$ cat src/rtl/cfb_pkg.sv
// Constants and carrier types for the configuration fuse bank.
package cfb_pkg;

  localparam int unsigned CFB_WORDS = 9;

  // Table access addresses in configuration space.
  localparam logic [21:0] CFB_ADDR_WDT     = 22'h30_0003;
  localparam logic [21:0] CFB_ADDR_PIN     = 22'h30_0005;
  localparam logic [21:0] CFB_ADDR_CORE    = 22'h30_0006;
  localparam logic [21:0] CFB_ADDR_CP_BLK  = 22'h30_0008;
  localparam logic [21:0] CFB_ADDR_CP_REG  = 22'h30_0009;
  localparam logic [21:0] CFB_ADDR_WP_BLK  = 22'h30_000A;
  localparam logic [21:0] CFB_ADDR_WP_REG  = 22'h30_000B;
  localparam logic [21:0] CFB_ADDR_RP_BLK  = 22'h30_000C;
  localparam logic [21:0] CFB_ADDR_RP_BOOT = 22'h30_000D;
  localparam logic [21:0] CFB_ADDR_ID_LOW  = 22'h3F_FFFE;
  localparam logic [21:0] CFB_ADDR_ID_HIGH = 22'h3F_FFFF;

  // Word index order of the fuse cell array; protect words come last.
  typedef enum logic [3:0] {
    W_WDT, W_PIN, W_CORE, W_CP_BLK, W_CP_REG,
    W_WP_BLK, W_WP_REG, W_RP_BLK, W_RP_BOOT
  } cfb_word_t;

  // Implemented bits and unprogrammed value of each word.
  localparam logic [7:0] CFB_MASK [CFB_WORDS] = '{
    8'h1F, 8'h8F, 8'hC5, 8'h0F, 8'hC0, 8'h0F, 8'hE0, 8'h0F, 8'h40};
  localparam logic [7:0] CFB_DEFAULT [CFB_WORDS] = '{
    8'h1F, 8'h8B, 8'h85, 8'h0F, 8'hC0, 8'h0F, 8'hE0, 8'h0F, 8'h40};

  // Field positions.
  localparam int unsigned CFB_BIT_WDT_EN  = 0;
  localparam int unsigned CFB_PS_LSB      = 1;
  localparam int unsigned CFB_PS_MSB      = 4;
  localparam int unsigned CFB_BIT_RST_PIN = 7;
  localparam int unsigned CFB_BIT_FAST    = 3;
  localparam int unsigned CFB_BIT_LP_OSC  = 2;
  localparam int unsigned CFB_BIT_ANALOG  = 1;
  localparam int unsigned CFB_BIT_CCP     = 0;
  localparam int unsigned CFB_BIT_DEBUG   = 7;
  localparam int unsigned CFB_BIT_EXT_ISA = 6;
  localparam int unsigned CFB_BIT_SUPPLY  = 2;
  localparam int unsigned CFB_BIT_STACK   = 0;
  localparam int unsigned CFB_BIT_EEPROM  = 7;
  localparam int unsigned CFB_BIT_BOOT    = 6;
  localparam int unsigned CFB_BIT_CFG_WP  = 5;
  localparam int unsigned CFB_BLK_MSB     = 3;

  // Idle levels of the synchronised pins {oscillator stable, reset pin, programming}.
  localparam logic [2:0] CFB_PIN_IDLE = 3'h2;

  // Self-timed long write duration.
  localparam int unsigned CFB_LONG_WRITE_NS = 2000;
  localparam int unsigned CFB_CLK_NS        = 20;
  localparam logic [7:0]  CFB_WRITE_CYCLES  =
    8'((CFB_LONG_WRITE_NS + CFB_CLK_NS - 1) / CFB_CLK_NS);
  localparam logic [7:0]  CFB_CNT_ONE = 8'h01;
  localparam logic [7:0]  CFB_CNT_ZERO = 8'h00;

  typedef enum logic {ST_IDLE, ST_WRITE} cfb_state_t;

  // Decoded static settings.
  typedef struct packed {
    logic [3:0] postscale_sel;
    logic       hard_enable;
    logic       reset_pin_enable;
    logic       fast_osc_start;
    logic       low_power_osc;
    logic       analog_default;
    logic       capture_route;
    logic       debug_off;
    logic       extended_isa;
    logic       single_supply;
    logic       stack_reset;
  } cfb_settings_t;

  // Protection fuses, all active low as stored.
  typedef struct packed {
    logic [3:0] code_n;
    logic       eeprom_code_n;
    logic       boot_code_n;
    logic [3:0] write_n;
    logic       eeprom_write_n;
    logic       boot_write_n;
    logic       config_write_n;
    logic [3:0] read_n;
    logic       boot_read_n;
  } cfb_protect_t;

endpackage

$ cat src/rtl/cfb_fuse_bank.sv
// Configuration fuse bank with table access, long writes and decoded settings.
//
// Contract
// - Postscale field bits 4..1 selects watchdog ratio one to two-power-code.
// - Hard enable fuse set forces watchdog on; else soft enable decides.
// - Reset pin fuse set makes shared pin master reset, input disabled.
// - Fast start fuse releases clock at once; else wait oscillator stable.
// - Bit 2 selects low-power or higher-power secondary timer oscillator.
// - Bit 1 sets reset value of five port analog-select bits.
// - Bit 0 routes second capture unit to port C1 or port B3.
// - Debug fuse zero enables debugger and dedicates two port B pins.
// - Bit 6 enables extended instruction set and indexed addressing.
// - Single-supply programming fuse changes only in high-voltage programming mode.
// - Stack fault fuse set lets stack full or underflow reset device.
// - Four block code-protect fuses in bits 3..0, zero protects.
// - All protect fuses default one and can only be cleared.
// - EEPROM code protect bit 7, boot code protect bit 6.
// - Four block write-protect fuses in bits 3..0, zero protects.
// - EEPROM write protect bit 7, boot write protect bit 6.
// - Config write protect bit 5; read always, written only in programming.
// - Four block table-read-protect fuses; zero blocks reads from other blocks.
// - Boot table-read-protect bit 6; zero refuses foreign reads of boot.
// - First ident word read-only: low part code and revision.
// - Second ident word read-only: eight high part code bits.
// - Unimplemented bits read as zero.
// - Words reached by table access only, byte writes self-timed.
`timescale 1ns/1ns
module cfb_fuse_bank
  import cfb_pkg::*;
#(
  // Arbitrary identification values, not those of any real part.
  parameter logic [2:0] PART_CODE_LOW    = 3'h2,
  parameter logic [4:0] SILICON_REVISION = 5'h01,
  parameter logic [7:0] PART_CODE_HIGH   = 8'h5A
) (
  // Clock and reset
  input  wire logic          clk,
  input  wire logic          reset,
  // Table access path
  input  wire logic [21:0]   tbl_addr,
  input  wire logic          tbl_rd_req,
  input  wire logic          tbl_wr_req,
  input  wire logic [7:0]    tbl_wr_data,
  output logic      [7:0]    tbl_rd_data,
  output logic               tbl_rd_valid,
  output logic               tbl_wr_busy,
  output logic               tbl_wr_done,
  // Pins
  input  wire logic          prog_mode_pin,
  input  wire logic          master_reset_pin_n,
  // Other on-chip units
  input  wire logic          watchdog_soft_enable,
  input  wire logic          osc_stable_in,
  input  wire logic          stack_fault,
  // Decoded controls
  output cfb_settings_t      settings,
  output cfb_protect_t       protect,
  output logic      [15:0]   watchdog_postscale_ratio,
  output logic               watchdog_run,
  output logic               master_reset_req,
  output logic               port_e_pin3_in,
  output logic               sys_clock_release,
  output logic      [4:0]    port_analog_select_init,
  output logic               capture_on_port_c1,
  output logic               capture_on_port_b3,
  output logic               debugger_enable,
  output logic               stack_fault_reset
);

  localparam int WR_DONE_DLY = int'(CFB_WRITE_CYCLES) + 1;
  localparam int WR_BUSY_MIN = 8;

  // Address decode shared by the read and write paths.
  function automatic logic [4:0] word_lookup(input logic [21:0] a);
    unique case (a)
      CFB_ADDR_WDT:     word_lookup = {1'b1, W_WDT};
      CFB_ADDR_PIN:     word_lookup = {1'b1, W_PIN};
      CFB_ADDR_CORE:    word_lookup = {1'b1, W_CORE};
      CFB_ADDR_CP_BLK:  word_lookup = {1'b1, W_CP_BLK};
      CFB_ADDR_CP_REG:  word_lookup = {1'b1, W_CP_REG};
      CFB_ADDR_WP_BLK:  word_lookup = {1'b1, W_WP_BLK};
      CFB_ADDR_WP_REG:  word_lookup = {1'b1, W_WP_REG};
      CFB_ADDR_RP_BLK:  word_lookup = {1'b1, W_RP_BLK};
      CFB_ADDR_RP_BOOT: word_lookup = {1'b1, W_RP_BOOT};
      default:          word_lookup = {1'b0, W_WDT};
    endcase
  endfunction

  // Ratio as a power of two of the postscale code.
  function automatic logic [15:0] ps_ratio(input logic [3:0] code);
    ps_ratio = 16'h0001 << code;
  endfunction

  // Value a committed byte leaves in a word.
  function automatic logic [7:0] merge_byte(input cfb_word_t w,
                                            input logic [7:0] old,
                                            input logic [7:0] data,
                                            input logic       prog);
    logic [7:0] v;
    v = data & CFB_MASK[w];
    if (w >= W_CP_BLK) begin
      v = v & old;
    end
    if (w == W_CORE && !prog) begin
      v[CFB_BIT_SUPPLY] = old[CFB_BIT_SUPPLY];
    end
    if (w == W_WP_REG && !prog) begin
      v[CFB_BIT_CFG_WP] = old[CFB_BIT_CFG_WP];
    end
    merge_byte = v;
  endfunction

  // Fuse cells, write engine and pin synchronisers.
  logic [7:0]    fuse_cell_reg [CFB_WORDS];
  cfb_state_t    state_reg;
  logic [7:0]    wr_cnt_reg;
  cfb_word_t     wr_word_reg;
  logic [7:0]    wr_data_reg;
  logic          wr_done_reg;
  logic [7:0]    rd_data_reg;
  logic          rd_valid_reg;
  logic [2:0]    sync1_reg;
  logic [2:0]    sync2_reg;
  logic [2:0]    sync3_reg;
  logic [2:0]    pin_filt_reg;
  logic          load_pend_reg;
  cfb_settings_t settings_reg;
  cfb_protect_t  protect_reg;
  logic [4:0]    rd_hit;
  logic [4:0]    wr_hit;
  logic          prog_mode;
  logic          wr_take;
  logic [7:0]    commit_val;

  // Three-stage synchronisers; a change counts once stages two and three agree.
  // Stages start at the pin idle levels, so no false edge follows reset.
  always_ff @(posedge clk or posedge reset) begin
    if (reset) begin
      sync1_reg <= CFB_PIN_IDLE;
      sync2_reg <= CFB_PIN_IDLE;
      sync3_reg <= CFB_PIN_IDLE;
    end else begin
      sync1_reg <= {osc_stable_in, master_reset_pin_n, prog_mode_pin};
      sync2_reg <= sync1_reg;
      sync3_reg <= sync2_reg;
    end
  end

  // The reset pin idles high, so its filtered copy starts high.
  always_ff @(posedge clk or posedge reset) begin
    if (reset) begin
      pin_filt_reg <= CFB_PIN_IDLE;
    end else begin
      pin_filt_reg <= (~(sync2_reg ^ sync3_reg) & sync3_reg)
                    | ((sync2_reg ^ sync3_reg) & pin_filt_reg);
    end
  end

  assign prog_mode = pin_filt_reg[0];
  assign rd_hit    = word_lookup(tbl_addr);
  assign wr_hit    = word_lookup(tbl_addr);

  // A write is taken when idle, mapped, and the words are not locked.
  // Locked words still accept writes from the programmer.
  assign wr_take = tbl_wr_req && state_reg == ST_IDLE && wr_hit[4]
                && (prog_mode || fuse_cell_reg[W_WP_REG][CFB_BIT_CFG_WP]);

  assign commit_val = merge_byte(wr_word_reg, fuse_cell_reg[wr_word_reg],
                                 wr_data_reg, prog_mode);

  // Long write sequencer: one byte per request, self-timed.
  always_ff @(posedge clk or posedge reset) begin
    if (reset) begin
      state_reg   <= ST_IDLE;
      wr_cnt_reg  <= CFB_CNT_ZERO;
      wr_word_reg <= W_WDT;
      wr_data_reg <= 8'h00;
      wr_done_reg <= 1'b0;
    end else begin
      wr_done_reg <= 1'b0;
      unique case (state_reg)
        ST_IDLE: begin
          if (wr_take) begin
            state_reg   <= ST_WRITE;
            wr_cnt_reg  <= CFB_WRITE_CYCLES - CFB_CNT_ONE;
            wr_word_reg <= cfb_word_t'(wr_hit[3:0]);
            wr_data_reg <= tbl_wr_data;
          end
        end
        ST_WRITE: begin
          if (wr_cnt_reg == CFB_CNT_ZERO) begin
            state_reg   <= ST_IDLE;
            wr_done_reg <= 1'b1;
          end else begin
            wr_cnt_reg <= wr_cnt_reg - CFB_CNT_ONE;
          end
        end
      endcase
    end
  end

  // Cells start erased; the reset here models a blank part and is the only
  // way to bring protect fuses back to one.
  always_ff @(posedge clk or posedge reset) begin
    if (reset) begin
      for (int i = 0; i < CFB_WORDS; i++) begin
        fuse_cell_reg[i] <= CFB_DEFAULT[i];
      end
    end else if (state_reg == ST_WRITE && wr_cnt_reg == CFB_CNT_ZERO) begin
      fuse_cell_reg[wr_word_reg] <= commit_val;
    end
  end

  // Read port: one cycle latency, unmapped and unimplemented bits as zero.
  always_ff @(posedge clk or posedge reset) begin
    if (reset) begin
      rd_data_reg  <= 8'h00;
      rd_valid_reg <= 1'b0;
    end else begin
      rd_valid_reg <= tbl_rd_req;
      if (tbl_rd_req) begin
        if (tbl_addr == CFB_ADDR_ID_LOW) begin
          rd_data_reg <= {PART_CODE_LOW, SILICON_REVISION};
        end else if (tbl_addr == CFB_ADDR_ID_HIGH) begin
          rd_data_reg <= PART_CODE_HIGH;
        end else if (rd_hit[4]) begin
          rd_data_reg <= fuse_cell_reg[rd_hit[3:0]] & CFB_MASK[rd_hit[3:0]];
        end else begin
          rd_data_reg <= 8'h00;
        end
      end
    end
  end

  // Settings are captured once after reset release so that a later fuse
  // write cannot shift a unit's behaviour under running code.
  always_ff @(posedge clk or posedge reset) begin
    if (reset) begin
      load_pend_reg <= 1'b1;
      settings_reg  <= '0;
      protect_reg   <= '0;
    end else if (load_pend_reg) begin
      load_pend_reg <= 1'b0;
      settings_reg.postscale_sel    <=
        fuse_cell_reg[W_WDT][CFB_PS_MSB:CFB_PS_LSB];
      settings_reg.hard_enable      <= fuse_cell_reg[W_WDT][CFB_BIT_WDT_EN];
      settings_reg.reset_pin_enable <= fuse_cell_reg[W_PIN][CFB_BIT_RST_PIN];
      settings_reg.fast_osc_start   <= fuse_cell_reg[W_PIN][CFB_BIT_FAST];
      settings_reg.low_power_osc    <= fuse_cell_reg[W_PIN][CFB_BIT_LP_OSC];
      settings_reg.analog_default   <= fuse_cell_reg[W_PIN][CFB_BIT_ANALOG];
      settings_reg.capture_route    <= fuse_cell_reg[W_PIN][CFB_BIT_CCP];
      settings_reg.debug_off        <= fuse_cell_reg[W_CORE][CFB_BIT_DEBUG];
      settings_reg.extended_isa     <= fuse_cell_reg[W_CORE][CFB_BIT_EXT_ISA];
      settings_reg.single_supply    <= fuse_cell_reg[W_CORE][CFB_BIT_SUPPLY];
      settings_reg.stack_reset      <= fuse_cell_reg[W_CORE][CFB_BIT_STACK];
      protect_reg.code_n         <= fuse_cell_reg[W_CP_BLK][CFB_BLK_MSB:0];
      protect_reg.eeprom_code_n  <= fuse_cell_reg[W_CP_REG][CFB_BIT_EEPROM];
      protect_reg.boot_code_n    <= fuse_cell_reg[W_CP_REG][CFB_BIT_BOOT];
      protect_reg.write_n        <= fuse_cell_reg[W_WP_BLK][CFB_BLK_MSB:0];
      protect_reg.eeprom_write_n <= fuse_cell_reg[W_WP_REG][CFB_BIT_EEPROM];
      protect_reg.boot_write_n   <= fuse_cell_reg[W_WP_REG][CFB_BIT_BOOT];
      protect_reg.config_write_n <= fuse_cell_reg[W_WP_REG][CFB_BIT_CFG_WP];
      protect_reg.read_n         <= fuse_cell_reg[W_RP_BLK][CFB_BLK_MSB:0];
      protect_reg.boot_read_n    <= fuse_cell_reg[W_RP_BOOT][CFB_BIT_BOOT];
    end
  end

  // Table path outputs.
  assign tbl_rd_data  = rd_data_reg;
  assign tbl_rd_valid = rd_valid_reg;
  assign tbl_wr_busy  = state_reg == ST_WRITE;
  assign tbl_wr_done  = wr_done_reg;

  // Decoded controls for the other units.
  assign settings                 = settings_reg;
  assign protect                  = protect_reg;
  assign watchdog_postscale_ratio = ps_ratio(settings_reg.postscale_sel);
  assign watchdog_run = settings_reg.hard_enable | watchdog_soft_enable;
  assign master_reset_req  = settings_reg.reset_pin_enable & ~pin_filt_reg[1];
  assign port_e_pin3_in    = ~settings_reg.reset_pin_enable & pin_filt_reg[1];
  assign sys_clock_release = settings_reg.fast_osc_start | pin_filt_reg[2];
  assign port_analog_select_init = {5{settings_reg.analog_default}};
  assign capture_on_port_c1 = settings_reg.capture_route;
  assign capture_on_port_b3 = ~settings_reg.capture_route;
  assign debugger_enable    = ~settings_reg.debug_off;
  assign stack_fault_reset  = settings_reg.stack_reset & stack_fault;
endmodule

$ cat config.mk
export PLATFORM = sky130hd
export DESIGN_NAME = cfb_fuse_bank
export DESIGN_NICKNAME = d
export VERILOG_FILES = /design/src/rtl/cfb_pkg.sv /design/src/rtl/cfb_fuse_bank.sv
export SDC_FILE = /design/constraint.sdc
export NUM_CORES = 1
export LEC_CHECK = 0
export BUFFER_PORTS_ARGS = -buffer_cell sky130_fd_sc_hd__clkbuf_2
export CORE_MARGIN = 5
export CORE_UTILIZATION = 35
export DETAILED_ROUTE_END_ITERATION = 6
export GPL_TIMING_DRIVEN = 0
export SLEW_MARGIN = 10
export SYNTH_ARGS = -nofsm -noshare
export SYNTH_HDL_FRONTEND = slang
export SYNTH_SLANG_ARGS = --single-unit
$ cat constraint.sdc
create_clock -name clk -period 6.5 [get_ports clk]
set_input_delay 1.625 -clock clk [delete_from_list [all_inputs] [get_ports clk]]
set_output_delay 1.625 -clock clk [all_outputs]
set_load 0.02 [all_outputs]
==> results.ini <==
[cells_and_area]
design_area_sq_mm = 0.00861
final_cell_mix = 110 x dfrtp_1, 108 x clkbuf_2, 76 x nand2_1, 60 x mux2_2, 50 x o21ai_0
largest_register_ffs = 69
area_growth_syn_to_layout_pct = 21.6
drive_above_1_share_pct = 33.2
final_util_pct = 42.8
antenna_cells = 0
nets = 833
final_common_cell = dfrtp_1

[clock_network]
clk_latency_ps = 420
ctsResizeCount = 0
cts-buffers-inserted = 17
clockRootBuffer = clkbuf_16
clkTransAtPathRegs_ps = 60
cts_num_sinks = 145
cts_hold_buf = 0
htreeDepth = 4
clockBufferDepth = 2
tritoncts = built
post_cts_buffers = 0

[critical_path]
path_buf_inv = 2
critPathMaxStageDelay_ps = 660
endpoint_kind = flip-flop
start_kind = primary input
worst-path-stages = 7
crit_chain = clkbuf_2, or4_4, nor3_1, nand2_1, a311oi_2, buf_4, mux2_2
cpMaxStageDelayCell = a311oi_2
crit_family = simple AND/OR/NAND/NOR gates
crit_required_ps = 6800
criticalPathCategory = primary input to flip-flop
crit_fanout = 10
rr_worst_depth = 11
arrival_ps = 4470

[outcome]
status = finished, final reports clean

[timing]
slew_viol_final = 0
fmax_ghz = 0.240
min_period_ps = 4170
setup_viol = 0
skew_ps = 13.8
hold_violations = 0
rsz0062_at_grt = no
post-route-period-util_pct = 64.1
tightest_slew_ps = 914
slew_headroom_pct = 38.3

[synth]
synth.distinct_cells = 67
ys.warnings.count = 0
async_reset_ff_share_pct = 100
synth_fp_nets = 705
synth_seq_cells = 145
synth_area_sq_mm = 0.00708
syn_avg_cell_area_sq_um = 10.7
synth-edff-count = 0
ys.flop_type = dfrtp_1
yosysSeqAreaShare_pct = 51.9
synthCells = 660

[drt]
drt-initial-drc-count = 440
firstDrtPassIters = 5
vias = 5658
wl_mm = 20.3
via_per_inst = 5.28
wire_per_inst_microns = 19.0
drt.antenna.violating_nets = 0
drc = 0

[floorplan]
coreArea_sq_mm = 0.0201
die_w_microns = 152
num_rows = 52
initial_core_util_pct = 35.2
die_area_sq_mm = 0.0232
die_h_microns = 152
io_pins = 111

[placed_design]
portBuffers = 108
placed_cell_area_sq_mm = 0.00799
gp_congestion = 0.920
hpwl_mm = 14.9

[pwr]
leakagePower_nw = 3.92
powerDensity_mw_per_mm2 = 236
peakVddDrop_v = 0.000150
clkPwrFrac_pct = 50.7
p_sw_mw = 0.467
switching_share_pct = 23.0
intPower_mw = 1.56
p_comb_share_pct = 4.2
pwr-share-seq_pct = 45.1

[worst_hold_path]
min_path_type = flip-flop to flip-flop
holdPathStages = 0

[global_routing]
grt_pass1_vias = 5614
grt_antenna_before_repair = 1
grt_overflow_total = 0
grt_pass1_wl_mm = 32.3
grt_util_all_layers_pct = 17.6
grt_max_degree = 91

[run]
cap_violations = 0

[metrics by stage]
| step | setup TNS (ps) | setup WS (ps) | hold WS (ps) | power, mW | cells |
|---|---|---|---|---|---|
| floorplan | 0 | 1040 | 331 | 0.982 | 660 |
| global placement | -83760 | -772 | 337 | 1.01 | 1038 |
| detailed placement | 0 | 1970 | 340 | 1.02 | 1039 |
| CTS | 0 | 2400 | 353 | 2.05 | 1071 |
| global route | 0 | 2190 | 365 | 2.10 | 1071 |
| finish | 0 | 2330 | 351 | 2.03 | 1071 |
[synth_stat cells (4+ instances only)]
library cell  instances  area (sq um)
a21o_1                4          30.0
and3_1                6          37.5
nor3_1               20           100
clkbuf_1             31           116
ha_1                  6          75.1
nand2_1              76           285
a211oi_1              6          45.0
a31oi_1               4          25.0
a311oi_1              4          35.0
nand2b_1              8          50.1
dfstp_2              35           920
or3_1                 5          31.3
nor4_1                6          37.5
o21ai_0              50           250
dfrtp_1             110          2750
a21oi_1              20           100
nand4_1               8          50.1
inv_1                18          67.6
o211ai_1              4          30.0
nor2b_1              18           113
mux4_2                8           180
nor2_1               30           113
o22ai_1               5          31.3
mux2_2               60           676
nand3_1              12          60.1
a211o_1               4          35.0
buf_4                 7          52.6
a221oi_1              4          35.0
buf_1                 4          15.0
mux2i_1              13           130
and2_1               12          75.1
a22oi_1               8          60.1
[kinds of logic (layout without fill, tap and decap cells)]
group / Yosys count / count (layout) / synth area share, %
buffers and inverters: 64 / 205 / 3.80
AOI/OAI and AO/OA: 137 / 137 / 12.6
muxes: 81 / 81 / 13.9
other: 1 / 1 / 0.0530
DFF: 145 / 145 / 51.9
xor gates and xnor gates: 3 / 3 / 0.371
and+or+nand+nor: 220 / 220 / 15.9
adders and majority gates: 9 / 9 / 1.48
[final timing paths]
kind | startpoint | end | slack [ps]
max | tbl_addr[16] | wr_data_reg[4] | 2330
min | sync1_reg[0] | sync2_reg[0] | 350
max reg2reg | wr_word_reg[0] | fuse_cell_reg[18] | 3010
min reg2reg | sync1_reg[0] | sync2_reg[0] | 350
max in group asynchronous | reset | fuse_cell_reg[38] | 4470
min in group asynchronous | reset | sync1_reg[2] | 1210
[layout make-up]
type / count / area, sq um
clock inverters: 12 / 170
inverters: 20 / 82.6
multi-input cells: 451 / 3140
clock buffers: 20 / 447
repair buffers: 109 / 568
well taps: 270 / 338
plain buffers: 44 / 194
fillers: 1931 / 11500
flip-flops and latches: 145 / 3670
[routing by layer]
layer,vias up,wire [microns],share of wire [%],track usage (%)
met5,-,0,0,0
met4,0,565,2.8,6.25
met3,33,1370,6.8,4.29
met2,220,9320,46,27.4
met1,2756,9060,45,23.9
li1,2649,-,-,-
[power by group through the flow]
stage          logic, mW  registers [mW]  clock network (mW)
2_1_floorplan     0.0489           0.933                   0
3_3_place_gp      0.0835           0.931                   0
3_5_place_dp      0.0864           0.931                   0
4_1_cts           0.0866           0.916                1.05
5_1_grt           0.0955           0.916                1.08
6_report          0.0854           0.916                1.03
[worst reg2reg max path: cells and delay by family, from the launching register on]
family	cells	cell delay, ps
adders and majority gates	1	300
AOI/OAI and AO/OA	3	530
DFF	1	400
and+or+nand+nor	2	480
buffers and inverters	5	1710
(Power assumes the default switching activity.)
